--- src/core/scbm_consts.svh ---
// Offsets, field positions, reset values and timing counts of the serial channel block.
// Assumes inclusion by its bare name from the files under core/.
`ifndef SCBM_CONSTS_SVH
`define SCBM_CONSTS_SVH

// ----------------------------------------------------------------
// Register offsets
// ----------------------------------------------------------------
`define SCBM_OFS_MODE_CTRL1_CH0 8'hC5
`define SCBM_OFS_MODE_CTRL1_CH1 8'hCD
`define SCBM_OFS_BUFFER_CH1     8'hC8
`define SCBM_OFS_MODE_CTRL0_CH1 8'hC9
`define SCBM_OFS_BAUD_CTRL      8'hCA
`define SCBM_OFS_BAUD_FRAC      8'hCB
`define SCBM_OFS_INT_STATUS     8'hCE
`define SCBM_OFS_INT_MASK       8'hCF

// ----------------------------------------------------------------
// Field positions
// ----------------------------------------------------------------
`define SCBM_BIT_IDLE_RUN       7
`define SCBM_BIT_FULL_DUPLEX    6
`define SCBM_BIT_CLK_INPUT      7
`define SCBM_BIT_RX_ENABLE      5
`define SCBM_BIT_FRAC_ENABLE    6
`define SCBM_BIT_TX_DONE        0
`define SCBM_BIT_RX_DONE        1

// ----------------------------------------------------------------
// Reset values and counts
// ----------------------------------------------------------------
`define SCBM_RST_BYTE           8'h00
`define SCBM_FRAC_STEPS         5'h10
`define SCBM_FRAME_BITS         4'h8

`endif

--- src/core/scbm_pkg.sv ---
// Types and shared decoding of the serial channel block.
// Assumes scbm_consts.svh is reachable on the include path.
`default_nettype none
`include "scbm_consts.svh"

package scbm_pkg;

   // ----------------------------------------------------------------
   // Types
   // ----------------------------------------------------------------
   typedef enum logic [1:0] {
      SCBM_MODE_SHIFT = 2'h0,
      SCBM_MODE_UART7 = 2'h1,
      SCBM_MODE_UART8 = 2'h2,
      SCBM_MODE_UART9 = 2'h3
   } scbm_mode_e;

   typedef enum logic [1:0] {
      SCBM_ST_IDLE  = 2'h1,
      SCBM_ST_SHIFT = 2'h2
   } scbm_state_e;

   // ----------------------------------------------------------------
   // Functions
   // ----------------------------------------------------------------
   // Code zero stands for the largest divisor, sixteen.
   function automatic logic [4:0] scbm_divisor(input logic [3:0] sel);
      scbm_divisor = (sel == 4'h0) ? `SCBM_FRAC_STEPS : {1'b0, sel};
   endfunction

endpackage
`default_nettype wire

--- src/core/scbm_link_if.sv ---
// Carrier between the register side and the shift engine.
// Assumes one clock domain; all members change after the rising edge of clk_sys.
`default_nettype none

interface scbm_link_if;
   logic       tick;
   logic       enable;
   logic       ext_clk;
   logic       full_duplex;
   logic       rx_en;
   logic       tx_load;
   logic       rx_read;
   logic [7:0] tx_data;
   logic [7:0] rx_data;
   logic       tx_done;
   logic       rx_done;
   logic       busy;

   modport ctl (output tick, enable, ext_clk, full_duplex, rx_en, tx_load, rx_read, tx_data,
                input  rx_data, tx_done, rx_done, busy);
   modport shf (input  tick, enable, ext_clk, full_duplex, rx_en, tx_load, rx_read, tx_data,
                output rx_data, tx_done, rx_done, busy);
endinterface

`default_nettype wire

--- src/core/scbm_baud_gen.sv ---
// Baud-rate generator: integer and sixteenth-step fractional division of clk_sys.
// Assumes the divisor fields are quasi-static while run is high.
`default_nettype none
`include "scbm_consts.svh"

module scbm_baud_gen #(
   parameter int DIV_W = 4
) (
   input  wire logic             clk_sys,
   input  wire logic             arst_n,
   input  wire logic             run,
   input  wire logic             frac_en,
   input  wire logic             uart_mode,
   input  wire logic [DIV_W-1:0] div_sel,
   input  wire logic [DIV_W-1:0] frac_k,
   output logic                  tick
);

   if (DIV_W != 4) begin : g_chk
      $error("scbm_baud_gen serves a four-bit divisor only");
   end

   logic [4:0] cnt;
   logic [4:0] next_cnt;
   logic [3:0] acc;
   logic [3:0] next_acc;
   logic       next_tick;
   logic [4:0] n_div;
   logic [4:0] frac_sum;
   logic       frac_act;

   // ----------------------------------------------------------------
   // Divider
   // ----------------------------------------------------------------
   always_comb begin
      n_div     = scbm_pkg::scbm_divisor(div_sel);
      // The fraction is ignored outside the UART modes, whatever software left set.
      frac_act  = frac_en && uart_mode && (frac_k != 4'h0) && (n_div > 5'h01);
      frac_sum  = {1'b0, acc} + (`SCBM_FRAC_STEPS - {1'b0, frac_k});
      next_cnt  = cnt;
      next_acc  = acc;
      next_tick = 1'b0;
      if (!run) begin
         next_cnt = 5'h00;
         next_acc = 4'h0;
      end else if (cnt == 5'h00) begin
         next_tick = 1'b1;
         next_cnt  = n_div - 5'h01;
         if (frac_act) begin
            // Carries of the (16-K) accumulator stretch 16-K periods in every sixteen by one cycle.
            next_acc = frac_sum[3:0];
            next_cnt = n_div - 5'h01 + {4'h0, frac_sum[4]};
         end
      end else begin
         next_cnt = cnt - 5'h01;
      end
   end

   always_ff @(posedge clk_sys or negedge arst_n) begin
      if (!arst_n) begin
         cnt  <= 5'h00;
         acc  <= 4'h0;
         tick <= 1'b0;
      end else begin
         cnt  <= next_cnt;
         acc  <= next_acc;
         tick <= next_tick;
      end
   end

   // ----------------------------------------------------------------
   // Checks
   // ----------------------------------------------------------------
   // The first tick after a start comes at once, so only later periods are measured.
   logic [5:0] gap;
   logic       armed;
   always_ff @(posedge clk_sys or negedge arst_n) begin
      if (!arst_n) begin
         gap   <= 6'h00;
         armed <= 1'b0;
      end else if (!run) begin
         gap   <= 6'h00;
         armed <= 1'b0;
      end else if (tick) begin
         gap   <= 6'h00;
         armed <= 1'b1;
      end else begin
         gap   <= gap + 6'h01;
      end
   end

   a_integer_period: assert property (@(posedge clk_sys) disable iff (!arst_n)
      (tick && !frac_act && $past(run) && $stable(div_sel) && $past(tick) == 1'b0
       && armed)
      |-> (gap + 6'h01 == {1'b0, scbm_pkg::scbm_divisor(div_sel)}))
      else $error("integer period differs from divisor");

   a_frac_period: assert property (@(posedge clk_sys) disable iff (!arst_n)
      (tick && armed && $stable(div_sel))
      |-> (gap + 6'h01 >= {1'b0, scbm_pkg::scbm_divisor(div_sel)}
           && gap + 6'h01 <= {1'b0, scbm_pkg::scbm_divisor(div_sel)} + 6'h01))
      else $error("period outside divisor and divisor plus one");

   a_no_tick_stopped: assert property (@(posedge clk_sys) disable iff (!arst_n)
      !run ##1 !run |-> !tick)
      else $error("tick while generator stopped");

endmodule
`default_nettype wire

--- src/core/scbm_shift_io.sv ---
// Mode 0 shift engine: eight-bit synchronous transfers with driven or accepted shift clock.
// Assumes sclk_in and rxd are synchronous to clk_sys; transmit on falling, sample on rising.
`default_nettype none
`include "scbm_consts.svh"

module scbm_shift_io (
   input  wire logic  clk_sys,
   input  wire logic  arst_n,
   scbm_link_if.shf   lnk,
   input  wire logic  sclk_in,
   input  wire logic  rxd,
   output logic       txd,
   output logic       sclk_out,
   output logic       sclk_oe
);

   scbm_pkg::scbm_state_e state, next_state;
   logic [7:0] sh_tx, next_sh_tx, sh_rx, next_sh_rx, rx_buf, next_rx_buf, tx_hold, next_tx_hold;
   logic [3:0] bits, next_bits;
   logic       tx_pend, next_tx_pend, rx_free, next_rx_free, do_tx, next_do_tx;
   logic       do_rx, next_do_rx, next_txd, next_sclk_out, next_sclk_oe;
   logic       next_tx_done, next_rx_done, sclk_in_q, rise, fall, want_rx;

   // ----------------------------------------------------------------
   // Engine
   // ----------------------------------------------------------------
   always_comb begin
      // Rising and falling shift-clock moments, generated or taken from the pin.
      rise = lnk.ext_clk ? (sclk_in && !sclk_in_q) : (lnk.tick && !sclk_out);
      fall = lnk.ext_clk ? (!sclk_in && sclk_in_q) : (lnk.tick && sclk_out);
      want_rx       = lnk.rx_en && rx_free;
      next_state    = state;
      next_sh_tx    = sh_tx;
      next_sh_rx    = sh_rx;
      next_rx_buf   = rx_buf;
      next_tx_hold  = lnk.tx_load ? lnk.tx_data : tx_hold;
      next_bits     = bits;
      next_tx_pend  = tx_pend || lnk.tx_load;
      next_rx_free  = rx_free || lnk.rx_read;
      next_do_tx    = do_tx;
      next_do_rx    = do_rx;
      next_txd      = txd;
      next_sclk_out = sclk_out;
      next_sclk_oe  = lnk.enable && !lnk.ext_clk;
      next_tx_done  = 1'b0;
      next_rx_done  = 1'b0;
      unique case (state)
         scbm_pkg::SCBM_ST_IDLE: begin
            next_sclk_out = 1'b1;
            if (lnk.enable && (tx_pend || want_rx)) begin
               next_state   = scbm_pkg::SCBM_ST_SHIFT;
               next_do_tx   = tx_pend;
               // Half duplex lets a pending transmit keep the line to itself.
               next_do_rx   = want_rx && (lnk.full_duplex || !tx_pend);
               next_tx_pend = lnk.tx_load;
               next_sh_tx   = tx_hold;
               next_bits    = 4'h0;
               if (tx_pend) begin
                  next_txd = tx_hold[0];
               end
            end
         end
         scbm_pkg::SCBM_ST_SHIFT: begin
            if (!lnk.enable) begin
               next_state = scbm_pkg::SCBM_ST_IDLE;
            end else begin
               if (!lnk.ext_clk && lnk.tick) begin
                  next_sclk_out = !sclk_out;
               end
               if (fall && bits != 4'h0 && do_tx) begin
                  next_txd = sh_tx[0];
               end
               if (rise) begin
                  next_sh_rx = {rxd, sh_rx[7:1]};
                  next_sh_tx = {1'b1, sh_tx[7:1]};
                  next_bits  = bits + 4'h1;
                  if (bits == `SCBM_FRAME_BITS - 4'h1) begin
                     next_state   = scbm_pkg::SCBM_ST_IDLE;
                     next_tx_done = do_tx;
                     next_rx_done = do_rx;
                     if (do_rx) begin
                        next_rx_buf  = {rxd, sh_rx[7:1]};
                        next_rx_free = lnk.rx_read;
                     end
                  end
               end
            end
         end
         default: next_state = scbm_pkg::SCBM_ST_IDLE;
      endcase
   end

   always_ff @(posedge clk_sys or negedge arst_n) begin
      if (!arst_n) begin
         state    <= scbm_pkg::SCBM_ST_IDLE;
         sh_tx    <= `SCBM_RST_BYTE;
         sh_rx    <= `SCBM_RST_BYTE;
         rx_buf   <= `SCBM_RST_BYTE;
         tx_hold  <= `SCBM_RST_BYTE;
         bits     <= 4'h0;
         tx_pend  <= 1'b0;
         rx_free  <= 1'b1;
         do_tx    <= 1'b0;
         do_rx    <= 1'b0;
         txd      <= 1'b1;
         sclk_out <= 1'b1;
         sclk_oe  <= 1'b0;
         sclk_in_q <= 1'b1;
         lnk.tx_done <= 1'b0;
         lnk.rx_done <= 1'b0;
      end else begin
         state    <= next_state;
         sh_tx    <= next_sh_tx;
         sh_rx    <= next_sh_rx;
         rx_buf   <= next_rx_buf;
         tx_hold  <= next_tx_hold;
         bits     <= next_bits;
         tx_pend  <= next_tx_pend;
         rx_free  <= next_rx_free;
         do_tx    <= next_do_tx;
         do_rx    <= next_do_rx;
         txd      <= next_txd;
         sclk_out <= next_sclk_out;
         sclk_oe  <= next_sclk_oe;
         sclk_in_q <= sclk_in;
         lnk.tx_done <= next_tx_done;
         lnk.rx_done <= next_rx_done;
      end
   end

   assign lnk.rx_data = rx_buf;
   assign lnk.busy    = (state == scbm_pkg::SCBM_ST_SHIFT);

   // ----------------------------------------------------------------
   // Checks
   // ----------------------------------------------------------------
   a_done_after_eight: assert property (@(posedge clk_sys) disable iff (!arst_n)
      $rose(lnk.tx_done)
      |-> $past(bits) == 4'h7 && $past(state) == scbm_pkg::SCBM_ST_SHIFT)
      else $error("transmit done without eight bits");

   a_done_pulse: assert property (@(posedge clk_sys) disable iff (!arst_n)
      lnk.tx_done |=> !lnk.tx_done)
      else $error("transmit done longer than one cycle");

   // The edge of reset release still shows reset values, so it is left out.
   a_sclk_drive: assert property (@(posedge clk_sys) disable iff (!arst_n)
      $past(arst_n) |-> (sclk_oe == $past(lnk.enable && !lnk.ext_clk)))
      else $error("shift clock enable mismatched to clock option");

endmodule
`default_nettype wire

--- src/core/scbm_top.sv ---
// Serial channel baud generator and mode control with the mode 0 shift interface.
// Assumes a single-cycle register port on clk_sys and pins synchronous to clk_sys.
//
// How it works
// - Integer divisor N from 1 to 16; code 0000 means sixteen.
// - With fraction enabled, K nonzero and N from 2 to 16, divide by N plus (16-K)/16.
// - Fractional division acts only in UART modes, never in mode 0.
// - Mode control 1 bit 7 selects stop or run in idle; resets 0.
// - Mode control 1 bit 6 selects half or full duplex; resets 0.
// - Mode 0 shifts bytes to or from an external shift register.
// - Mode 0 drives the shift clock out or accepts it from outside.
// - A buffer write shifts eight bits out, then sets transmit done.
`default_nettype none
`include "scbm_consts.svh"

module scbm_top (
   input  wire logic       clk_sys,
   input  wire logic       arst_n,
   input  wire logic [7:0] reg_addr,
   input  wire logic [7:0] reg_wdata,
   input  wire logic       reg_wr,
   input  wire logic       reg_rd,
   output logic      [7:0] reg_rdata,
   input  wire logic       low_power_idle_state,
   output logic            ch0_stopped,
   output logic            irq,
   input  wire logic       sclk_in,
   input  wire logic       rxd,
   output logic            txd,
   output logic            sclk_out,
   output logic            sclk_oe
);

   scbm_link_if lnk ();

   logic [7:0] serial0_mode_control_1, next_mode1_ch0;
   logic [7:0] serial1_mode_control_1, next_mode1_ch1;
   logic [7:0] mode_control_0, next_mode0;
   logic [7:0] baud_gen_control, next_baud_ctl;
   logic [7:0] baud_fraction_register, next_baud_frac;
   logic [7:0] int_status, next_int_status;
   logic [7:0] int_mask, next_int_mask;
   logic [7:0] next_rdata;
   logic       next_irq, next_ch0_stopped, ch1_run, mode_shift;
   scbm_pkg::scbm_mode_e mode;

   // ----------------------------------------------------------------
   // Channel control
   // ----------------------------------------------------------------
   always_comb begin
      mode       = scbm_pkg::scbm_mode_e'(mode_control_0[1:0]);
      mode_shift = (mode == scbm_pkg::SCBM_MODE_SHIFT);
      // Idle with the run bit clear stops the channel and clears its divider count.
      ch1_run    = !low_power_idle_state
                   || serial1_mode_control_1[`SCBM_BIT_IDLE_RUN];
   end

   scbm_baud_gen #(
      .DIV_W (4)
   ) u_baud (
      .clk_sys   (clk_sys),
      .arst_n    (arst_n),
      .run       (ch1_run),
      .frac_en   (baud_gen_control[`SCBM_BIT_FRAC_ENABLE]),
      .uart_mode (!mode_shift),
      .div_sel   (baud_gen_control[3:0]),
      .frac_k    (baud_fraction_register[3:0]),
      .tick      (lnk.tick)
   );

   assign lnk.enable      = mode_shift && ch1_run;
   assign lnk.ext_clk     = mode_control_0[`SCBM_BIT_CLK_INPUT];
   assign lnk.full_duplex = serial1_mode_control_1[`SCBM_BIT_FULL_DUPLEX];
   assign lnk.rx_en       = mode_control_0[`SCBM_BIT_RX_ENABLE];
   assign lnk.tx_load     = reg_wr && (reg_addr == `SCBM_OFS_BUFFER_CH1);
   assign lnk.tx_data     = reg_wdata;
   assign lnk.rx_read     = reg_rd && (reg_addr == `SCBM_OFS_BUFFER_CH1);

   scbm_shift_io u_shift (
      .clk_sys  (clk_sys),
      .arst_n   (arst_n),
      .lnk      (lnk),
      .sclk_in  (sclk_in),
      .rxd      (rxd),
      .txd      (txd),
      .sclk_out (sclk_out),
      .sclk_oe  (sclk_oe)
   );

   // ----------------------------------------------------------------
   // Register file
   // ----------------------------------------------------------------
   always_comb begin
      next_mode1_ch0  = serial0_mode_control_1;
      next_mode1_ch1  = serial1_mode_control_1;
      next_mode0      = mode_control_0;
      next_baud_ctl   = baud_gen_control;
      next_baud_frac  = baud_fraction_register;
      next_int_mask   = int_mask;
      next_int_status = int_status;
      if (reg_wr) begin
         unique case (reg_addr)
            `SCBM_OFS_MODE_CTRL1_CH0: next_mode1_ch0 = {reg_wdata[7:6], 6'h00};
            `SCBM_OFS_MODE_CTRL1_CH1: next_mode1_ch1 = {reg_wdata[7:6], 6'h00};
            `SCBM_OFS_MODE_CTRL0_CH1: next_mode0     = {reg_wdata[7], 1'b0, reg_wdata[5],
                                                        3'h0, reg_wdata[1:0]};
            `SCBM_OFS_BAUD_CTRL:      next_baud_ctl  = {1'b0, reg_wdata[6], 2'h0,
                                                        reg_wdata[3:0]};
            `SCBM_OFS_BAUD_FRAC:      next_baud_frac = {4'h0, reg_wdata[3:0]};
            `SCBM_OFS_INT_MASK:       next_int_mask  = {6'h00, reg_wdata[1:0]};
            `SCBM_OFS_INT_STATUS:     next_int_status = int_status & ~reg_wdata;
            default: begin
            end
         endcase
      end
      // A completion in the cycle of its own clearing still lands.
      if (lnk.tx_done) begin
         next_int_status[`SCBM_BIT_TX_DONE] = 1'b1;
      end
      if (lnk.rx_done) begin
         next_int_status[`SCBM_BIT_RX_DONE] = 1'b1;
      end
      next_irq         = |(next_int_status & next_int_mask);
      next_ch0_stopped = low_power_idle_state
                         && !serial0_mode_control_1[`SCBM_BIT_IDLE_RUN];
      next_rdata       = 8'h00;
      if (reg_rd) begin
         unique case (reg_addr)
            `SCBM_OFS_MODE_CTRL1_CH0: next_rdata = serial0_mode_control_1;
            `SCBM_OFS_MODE_CTRL1_CH1: next_rdata = serial1_mode_control_1;
            `SCBM_OFS_MODE_CTRL0_CH1: next_rdata = mode_control_0;
            `SCBM_OFS_BAUD_CTRL:      next_rdata = baud_gen_control;
            `SCBM_OFS_BAUD_FRAC:      next_rdata = baud_fraction_register;
            // Reads give received data, not what was written, hence no read-modify-write.
            `SCBM_OFS_BUFFER_CH1:     next_rdata = lnk.rx_data;
            `SCBM_OFS_INT_STATUS:     next_rdata = int_status;
            `SCBM_OFS_INT_MASK:       next_rdata = int_mask;
            default:                  next_rdata = 8'h00;
         endcase
      end
   end

   always_ff @(posedge clk_sys or negedge arst_n) begin
      if (!arst_n) begin
         serial0_mode_control_1 <= `SCBM_RST_BYTE;
         serial1_mode_control_1 <= `SCBM_RST_BYTE;
         mode_control_0         <= `SCBM_RST_BYTE;
         baud_gen_control       <= `SCBM_RST_BYTE;
         baud_fraction_register <= `SCBM_RST_BYTE;
         int_status             <= `SCBM_RST_BYTE;
         int_mask               <= `SCBM_RST_BYTE;
         reg_rdata              <= `SCBM_RST_BYTE;
         irq                    <= 1'b0;
         ch0_stopped            <= 1'b0;
      end else begin
         serial0_mode_control_1 <= next_mode1_ch0;
         serial1_mode_control_1 <= next_mode1_ch1;
         mode_control_0         <= next_mode0;
         baud_gen_control       <= next_baud_ctl;
         baud_fraction_register <= next_baud_frac;
         int_status             <= next_int_status;
         int_mask               <= next_int_mask;
         reg_rdata              <= next_rdata;
         irq                    <= next_irq;
         ch0_stopped            <= next_ch0_stopped;
      end
   end

   // ----------------------------------------------------------------
   // Checks
   // ----------------------------------------------------------------
   a_mode1_readback: assert property (@(posedge clk_sys) disable iff (!arst_n)
      reg_wr && reg_addr == `SCBM_OFS_MODE_CTRL1_CH0 ##1 !reg_wr
      ##1 reg_rd && reg_addr == `SCBM_OFS_MODE_CTRL1_CH0
      |=> reg_rdata == ($past(reg_wdata, 3) & 8'hC0))
      else $error("mode control 1 readback wrong");

   a_idle_stop: assert property (@(posedge clk_sys) disable iff (!arst_n)
      low_power_idle_state && !serial1_mode_control_1[`SCBM_BIT_IDLE_RUN]
      [*2] |-> !lnk.tick)
      else $error("channel ran in idle with run bit clear");

   a_done_sets_flag: assert property (@(posedge clk_sys) disable iff (!arst_n)
      lnk.tx_done |=> int_status[`SCBM_BIT_TX_DONE]
      && (irq || !int_mask[`SCBM_BIT_TX_DONE]))
      else $error("transmit done flag or interrupt missing");

   a_done_from_busy: assert property (@(posedge clk_sys) disable iff (!arst_n)
      lnk.tx_done |-> $past(lnk.busy))
      else $error("transmit done without a transfer");

   // The level follows the registered status and mask with no extra lag.
   a_irq_level: assert property (@(posedge clk_sys) disable iff (!arst_n)
      irq == (|(int_status & int_mask)))
      else $error("interrupt level disagrees with status and mask");

endmodule
`default_nettype wire

--- config.mk ---
export PLATFORM = sky130hd
export DESIGN_NAME = scbm_top
export DESIGN_NICKNAME = d
export VERILOG_FILES = /design/src/core/scbm_pkg.sv /design/src/core/scbm_link_if.sv /design/src/core/scbm_baud_gen.sv /design/src/core/scbm_shift_io.sv /design/src/core/scbm_top.sv
export VERILOG_INCLUDE_DIRS = /design/src /design/src/core
export SDC_FILE = /design/constraint.sdc
export NUM_CORES = 1
export LEC_CHECK = 0
export BUFFER_PORTS_ARGS = -buffer_cell sky130_fd_sc_hd__buf_2
export CAP_MARGIN = 20
export CORE_MARGIN = 1.5
export CORE_UTILIZATION = 45
export CTS_CLUSTER_SIZE = 8
export DETAILED_ROUTE_END_ITERATION = 6
export GPL_TIMING_DRIVEN = 0
export PLACE_DENSITY = 0.64
export SYNTH_ARGS = -nofsm -noshare
export SYNTH_HDL_FRONTEND = slang
export SYNTH_SLANG_ARGS = --single-unit
--- constraint.sdc ---
create_clock -name clk_sys -period 4 [get_ports clk_sys]
set_input_delay 0 -clock clk_sys [delete_from_list [all_inputs] [get_ports clk_sys]]
set_output_delay 0 -clock clk_sys [all_outputs]
set_load 0.02 [all_outputs]
Word level (Yosys, flattened, before mapping):

Cells that the tools add are included.

* $add $sub $neg: 6
* order comparisons: 1
* equality and inequality tests: 21
* multiplexer cells: 55
* bitwise gates (word level): 3
* reduce and logical (&&, ||, !) cells: 51

Operators by type and width (number)
* equality test 8 bit, second input constant: 8
* two-way mux 8 bit: 8
* one-hot mux 8 bit (8 select lines): 1
* two-way mux 1 bit: 27
* two-way mux 4 bit: 6
* two-way mux 5 bit: 4
* logical AND 1 bit: 18
* bitwise AND 8 bit: 2
* != test 2 x 1 -> 1 bit, second input constant: 8
* one-hot mux 8 bit (2 select lines): 1
* AND reduction 2 bit: 7
* AND reduction 5 bit: 2
* subtractor 5 x 1 -> 5 bit, second input constant: 2
* AND reduction 3 bit: 3
* zero test 1 bit: 8
* two-way mux 2 bit: 4
* inverter 8 bit: 1
* one-hot mux 4 bit (2 select lines): 1
* nonzero test 4 bit: 2
* OR reduction 8 bit: 1
* != test 3 bit, second input constant: 2
* adder 4 x 5 -> 5 bit: 1
* adder 5 x 1 -> 5 bit: 1
* greater-than comparator 5 x 1 -> 1 bit, second input constant: 1
* 13 further kinds: 18

* register bits after elaboration: 101
* bits of input ports: 23
* output and inout bits: 13
* logic and storage cells: 166

Longest topological paths before layout:

* depth in word-level cells: 8
* gate-level depth with buffers: 11
* mapped depth without buffers: 11

Hierarchy:

Synthesis repeated with hierarchy kept, for this count alone.

* cells, all modules: 450
* area total of the unflattened synthesis: 4982.3 um^2

Modules (own cells, without submodules)
* scbm_top: times used 1, cells each 181, area an instance 2128.3 um^2
* scbm_shift_io: times used 1, cells each 180, area an instance 2005.7 um^2
* scbm_baud_gen: times used 1, cells each 89, area an instance 848.3 um^2

Worst setup path before layout:

No wires, ideal clock.

* path kind: flip-flop to flip-flop
* start point: register baud_fraction_register[0]
* end point: register u_baud.cnt[2]
* setup time: 94 ps
* arrival: 1966 ps
* setup slack: 1940 ps
* cell stages (with the launch flop): 11
* path buffers: 0
* period minus slack after synthesis: 2060 ps
* cells stage by stage: dfrtp_1 -> ha_1 -> fa_1 -> nor2b_1 -> o21ai_0 -> nand2b_1 -> ha_1 -> ha_1 -> nand2_1 -> xor2_1 -> a211oi_1

* cells in the longest elaborated chain, start to end: 6

Ends and longest elaborated chain
* from (decl): line scbm_top.sv:40 `logic [7:0] baud_fraction_register, next_baud_frac;`
* from (signal assigned): line scbm_top.sv:149 `` baud_fraction_register <= `SCBM_RST_BYTE; ``
* from (signal assigned): line scbm_top.sv:160 `baud_fraction_register <= next_baud_frac;`
* subtractor 5 x 4 -> 5 bit (no source line) or nonzero test 4 bit (tied branches)
* adder 4 x 5 -> 5 bit or logical AND 1 bit (tied branches): line scbm_baud_gen.sv:39, scbm_baud_gen.sv:38
* adder 5 x 1 -> 5 bit or logical AND 1 bit (tied branches): line scbm_baud_gen.sv:52, scbm_baud_gen.sv:38
* two-way mux 5 bit *: line scbm_baud_gen.sv:49 `if (frac_act) begin`
* two-way mux 5 bit *: line scbm_baud_gen.sv:46 `end else if (cnt == 5'h00) begin`
* two-way mux 5 bit *: line scbm_baud_gen.sv:43 `if (!run) begin`
* net u_baud.next_cnt[2]: line scbm_baud_gen.sv:24 `logic [4:0] next_cnt;`
* to (signal assigned): line scbm_baud_gen.sv:65 `cnt <= next_cnt;`
* to (decl): line scbm_baud_gen.sv:23 `logic [4:0] cnt;`

Mark *: on every way through the listed nets, which the timed path passes. The rest lies on a longest branch.
A chain may end at the register's enable or synchronous reset.

Final worst setup path:

Same ends and word-level chain as after synthesis.

==> impl_metrics.csv <==
group,metric,value,unit
run_status,status,"finished, final reports clean",
floorplan,io_pins,36,
logic_synthesis,synth_cells,453,
power,p_int,1.43,mW
setup_path,cp-start-kind,"flop",
clock_network,clk_transition_reported_paths,90,ps
global_routing,grt_pass1_vias,3499,
setup_path,crit_fanout,4,
global_routing,track_usage,0.200,
logic_synthesis,synth_top_area_frac,0.486,
placed_design,dp.cells,624,
drt,firstDrtPassIters,4,
sta,min_period,2300,ps
final_layout,drive_above_1_share,0.231,
drt,vias,3580,
final_layout,stdcell_area,0.00556,mm^2
sta,rsz0062_at_grt,"no",
sta,period_share,0.576,
setup_path,critPathArrivalTime,2580,ps
floorplan,core_area,0.0104,mm^2
sta,slew_viol_final,0,
final_layout,layout.nets,547,
logic_synthesis,syn_area,0.00489,mm^2
final_layout,layout_commonest_cell,"dfrtp_1",
clock_network,ctsRootBufferMaster,"clkbuf_8",
setup_path,worstSetupPathType,"flop to flop",
floorplan,initial_utilization,0.470,
logic_synthesis,synth_seq_cells,100,
worst_hold_path,hold_path.class,"input pin to flop",
logic_synthesis,synth_nets,489,
setup_path,endpoint_kind,"flop",
drt,drc,0,
clock_network,numCtsBuffers,9,
power,p_seq_frac,0.563,
final_layout,fin_cells,651,
clock_network,ctsLongestPathBuffers,2,
sta,worstMarginPinSlew,992,ps
placed_design,port_buffers,34,
logic_synthesis,synth-edff-count,0,
clock_network,ctsResizeCount,0,
power,peakVddDrop,0.000155,V
logic_synthesis,synth_flop_cell,"dfrtp_1",
global_routing,grt_max_degree,52,
sta,hold_slack,14.2,ps
drt,drt_iter0_markers,179,
placed_design,place_congestion,0.890,
final_layout,diodes,0,
sta,setup_viol,0,
placed_design,placed_area,0.00526,mm^2
placed_design,dp_hpwl,7670,um
sta,relSlewSlack,0.337,
clock_network,cts_sinks,100,
clock_network,cts_tree,"built",
power,comb_power_share,0.131,
power,p_sw,0.523,mW
sta,final.setup.tns,0,ps
power,leakage,2.59,nW
final_layout,area_growth,13.6,%
job,cap_violations,0,
setup_path,crit_required,4270,ps
global_routing,antenna_found_initial,0,
logic_synthesis,synthArstFlopShare,1.00,
global_routing,overflow,0,
logic_synthesis,synth_area_leaders,"dfrtp_1 (49%), mux2_2 (11%), nand2_1 (3.7%)",
drt,viasPerCell,5.50,
sta,hold_violations,0,
drt,ant_nets,0,
sta,fmax,434,MHz
floorplan,num_rows,37,
floorplan,dieWidth,107,um
floorplan,die_h,107,um
logic_synthesis,synth_warnings,0,
logic_synthesis,syn_area_per_cell,10.8,um^2
logic_synthesis,synth_area_leader_cell,"dfrtp_1",
clock_network,htreeDepth,3,
logic_synthesis,synth.distinct_cells,60,
clock_network,cts_hold_buf,12,
drt,routed_wl,10500,um
clock_network,clock_latency,360,ps
global_routing,grt_pass1_wl,17600,um
clock_network,cts_setup_buffers,0,
power,pwr-share-clk,0.306,
floorplan,dieArea,0.0115,mm^2
power,power_density,352,mW/mm^2
logic_synthesis,ys_seq_area_frac,0.513,
sta,fin_skew,11.0,ps
drt,wl_per_cell,16.1,um
power,swShare,0.267,
final_layout,final_cell_mix,"dfrtp_1 (95), nand2_1 (48), mux2_2 (46)",
==> flip-flops by register name, indices dropped and copies added, names as in the netlist, 2 cells and up <==
name / flops
baud_gen_control: 5
mode_control_0: 4
u_baud.acc: 4
u_shift.bits: 4
baud_fraction_register: 4
u_baud.cnt: 5
u_shift.tx_hold: 8
reg_rdata: 8
int_status: 8
u_shift.lnk.rx_data: 8
serial1_mode_control_1: 2
u_shift.sh_tx: 8
u_shift.state: 2
serial0_mode_control_1: 2
u_shift.sh_rx: 7
int_mask: 8
==> stage by stage <==
step                      setup WS (ps)  power, mW   util
after floorplan                    1940       1.28      -
after global placement             1770       1.36  0.502
after detailed placement           1680       1.37  0.505
after CTS                          1660       1.98  0.534
after global routing               1580       2.06  0.534
final                              1700       1.95  0.534
==> layer usage <==
metal | part of all wire | GRT usage | routed length, um
met2 | 0.46 | 0.305 | 4810
met1 | 0.48 | 0.287 | 5090
met4 | 0.019 | 0.0781 | 202
met3 | 0.038 | 0.0285 | 394
met5 | 0 | 0 | 0
==> worst max-delay path, stage by stage, from the launching register on <==
cell and delay [ps]:
dfrtp_1 440, ha_1 250, fa_1 440, nor2b_1 130, o21ai_0 90, nand2b_1 90
ha_1 160, ha_1 170, nand2_1 70, xor2_1 140, a211oi_1 230
==> area by class of cell <==
class | instances | area, um^2
Tap cell | 136 | 170
Sequential cell | 100 | 2510
Buffer | 16 | 83.8
Timing Repair Buffer | 47 | 320
Inverter | 20 | 75.1
Clock inverter | 3 | 21.3
Fill cell | 940 | 4860
Clock buffer | 12 | 155
Multi-Input combinational cell | 317 | 2220
==> final timing paths <==
path	from	to	slack (ps)	cells after the start
min in group asynchronous	arst_n	u_shift.bits[2]$_DFFE_PN0P_	200	2
hold reg to reg	u_shift.do_rx$_DFFE_PN0P_	u_shift.do_rx$_DFFE_PN0P_	490	1
max in group asynchronous	arst_n	u_shift.rx_free$_DFF_PN1_	3060	3
hold / removal	reg_wdata[1]	int_status[1]$_DFF_PN0_	10	3
setup reg to reg	baud_fraction_register[0]$_DFFE_PN0P_	u_baud.cnt[2]$_DFF_PN0_	1700	10
setup / recovery	baud_fraction_register[0]$_DFFE_PN0P_	u_baud.cnt[2]$_DFF_PN0_	1700	10
==> Yosys cell counts (4+ instances only) <==
cell type	count
buf_2	5
o22ai_1	5
dfstp_2	5
a21boi_0	6
nand3_1	10
o21ai_0	16
and3_1	5
nand4_1	6
nand2b_1	4
nor2_1	28
nor3_1	8
a22oi_1	8
a211oi_1	4
ha_1	12
mux2i_1	11
dfrtp_1	95
xor2_1	5
a21oi_1	19
nand2_1	48
o21ai_1	7
and2_1	8
mux2_2	46
inv_1	20
nor2b_1	7
a21o_1	5
clkbuf_1	6
xnor2_1	4
nor3b_1	4
==> power by group through the flow <==
stage          registers [mW]  logic, mW  clock network [mW]
5_1_grt                  1.11      0.291               0.655
3_5_place_dp             1.12      0.249                   0
2_1_floorplan            1.11      0.166                   0
6_report                 1.10      0.256               0.598
4_1_cts                  1.10      0.260               0.618
3_3_place_gp             1.12      0.238                   0
==> cells by family after synthesis <==
family | Yosys count | share of synthesized area
xor+xnor | 9 | 0.0161
flops | 100 | 0.513
simple gates | 148 | 0.154
fa+ha+maj | 13 | 0.0348
mux | 58 | 0.133
compound gates | 89 | 0.117
buf+inv | 36 | 0.0325
Note: power is estimated with default switching activity, not from simulation.
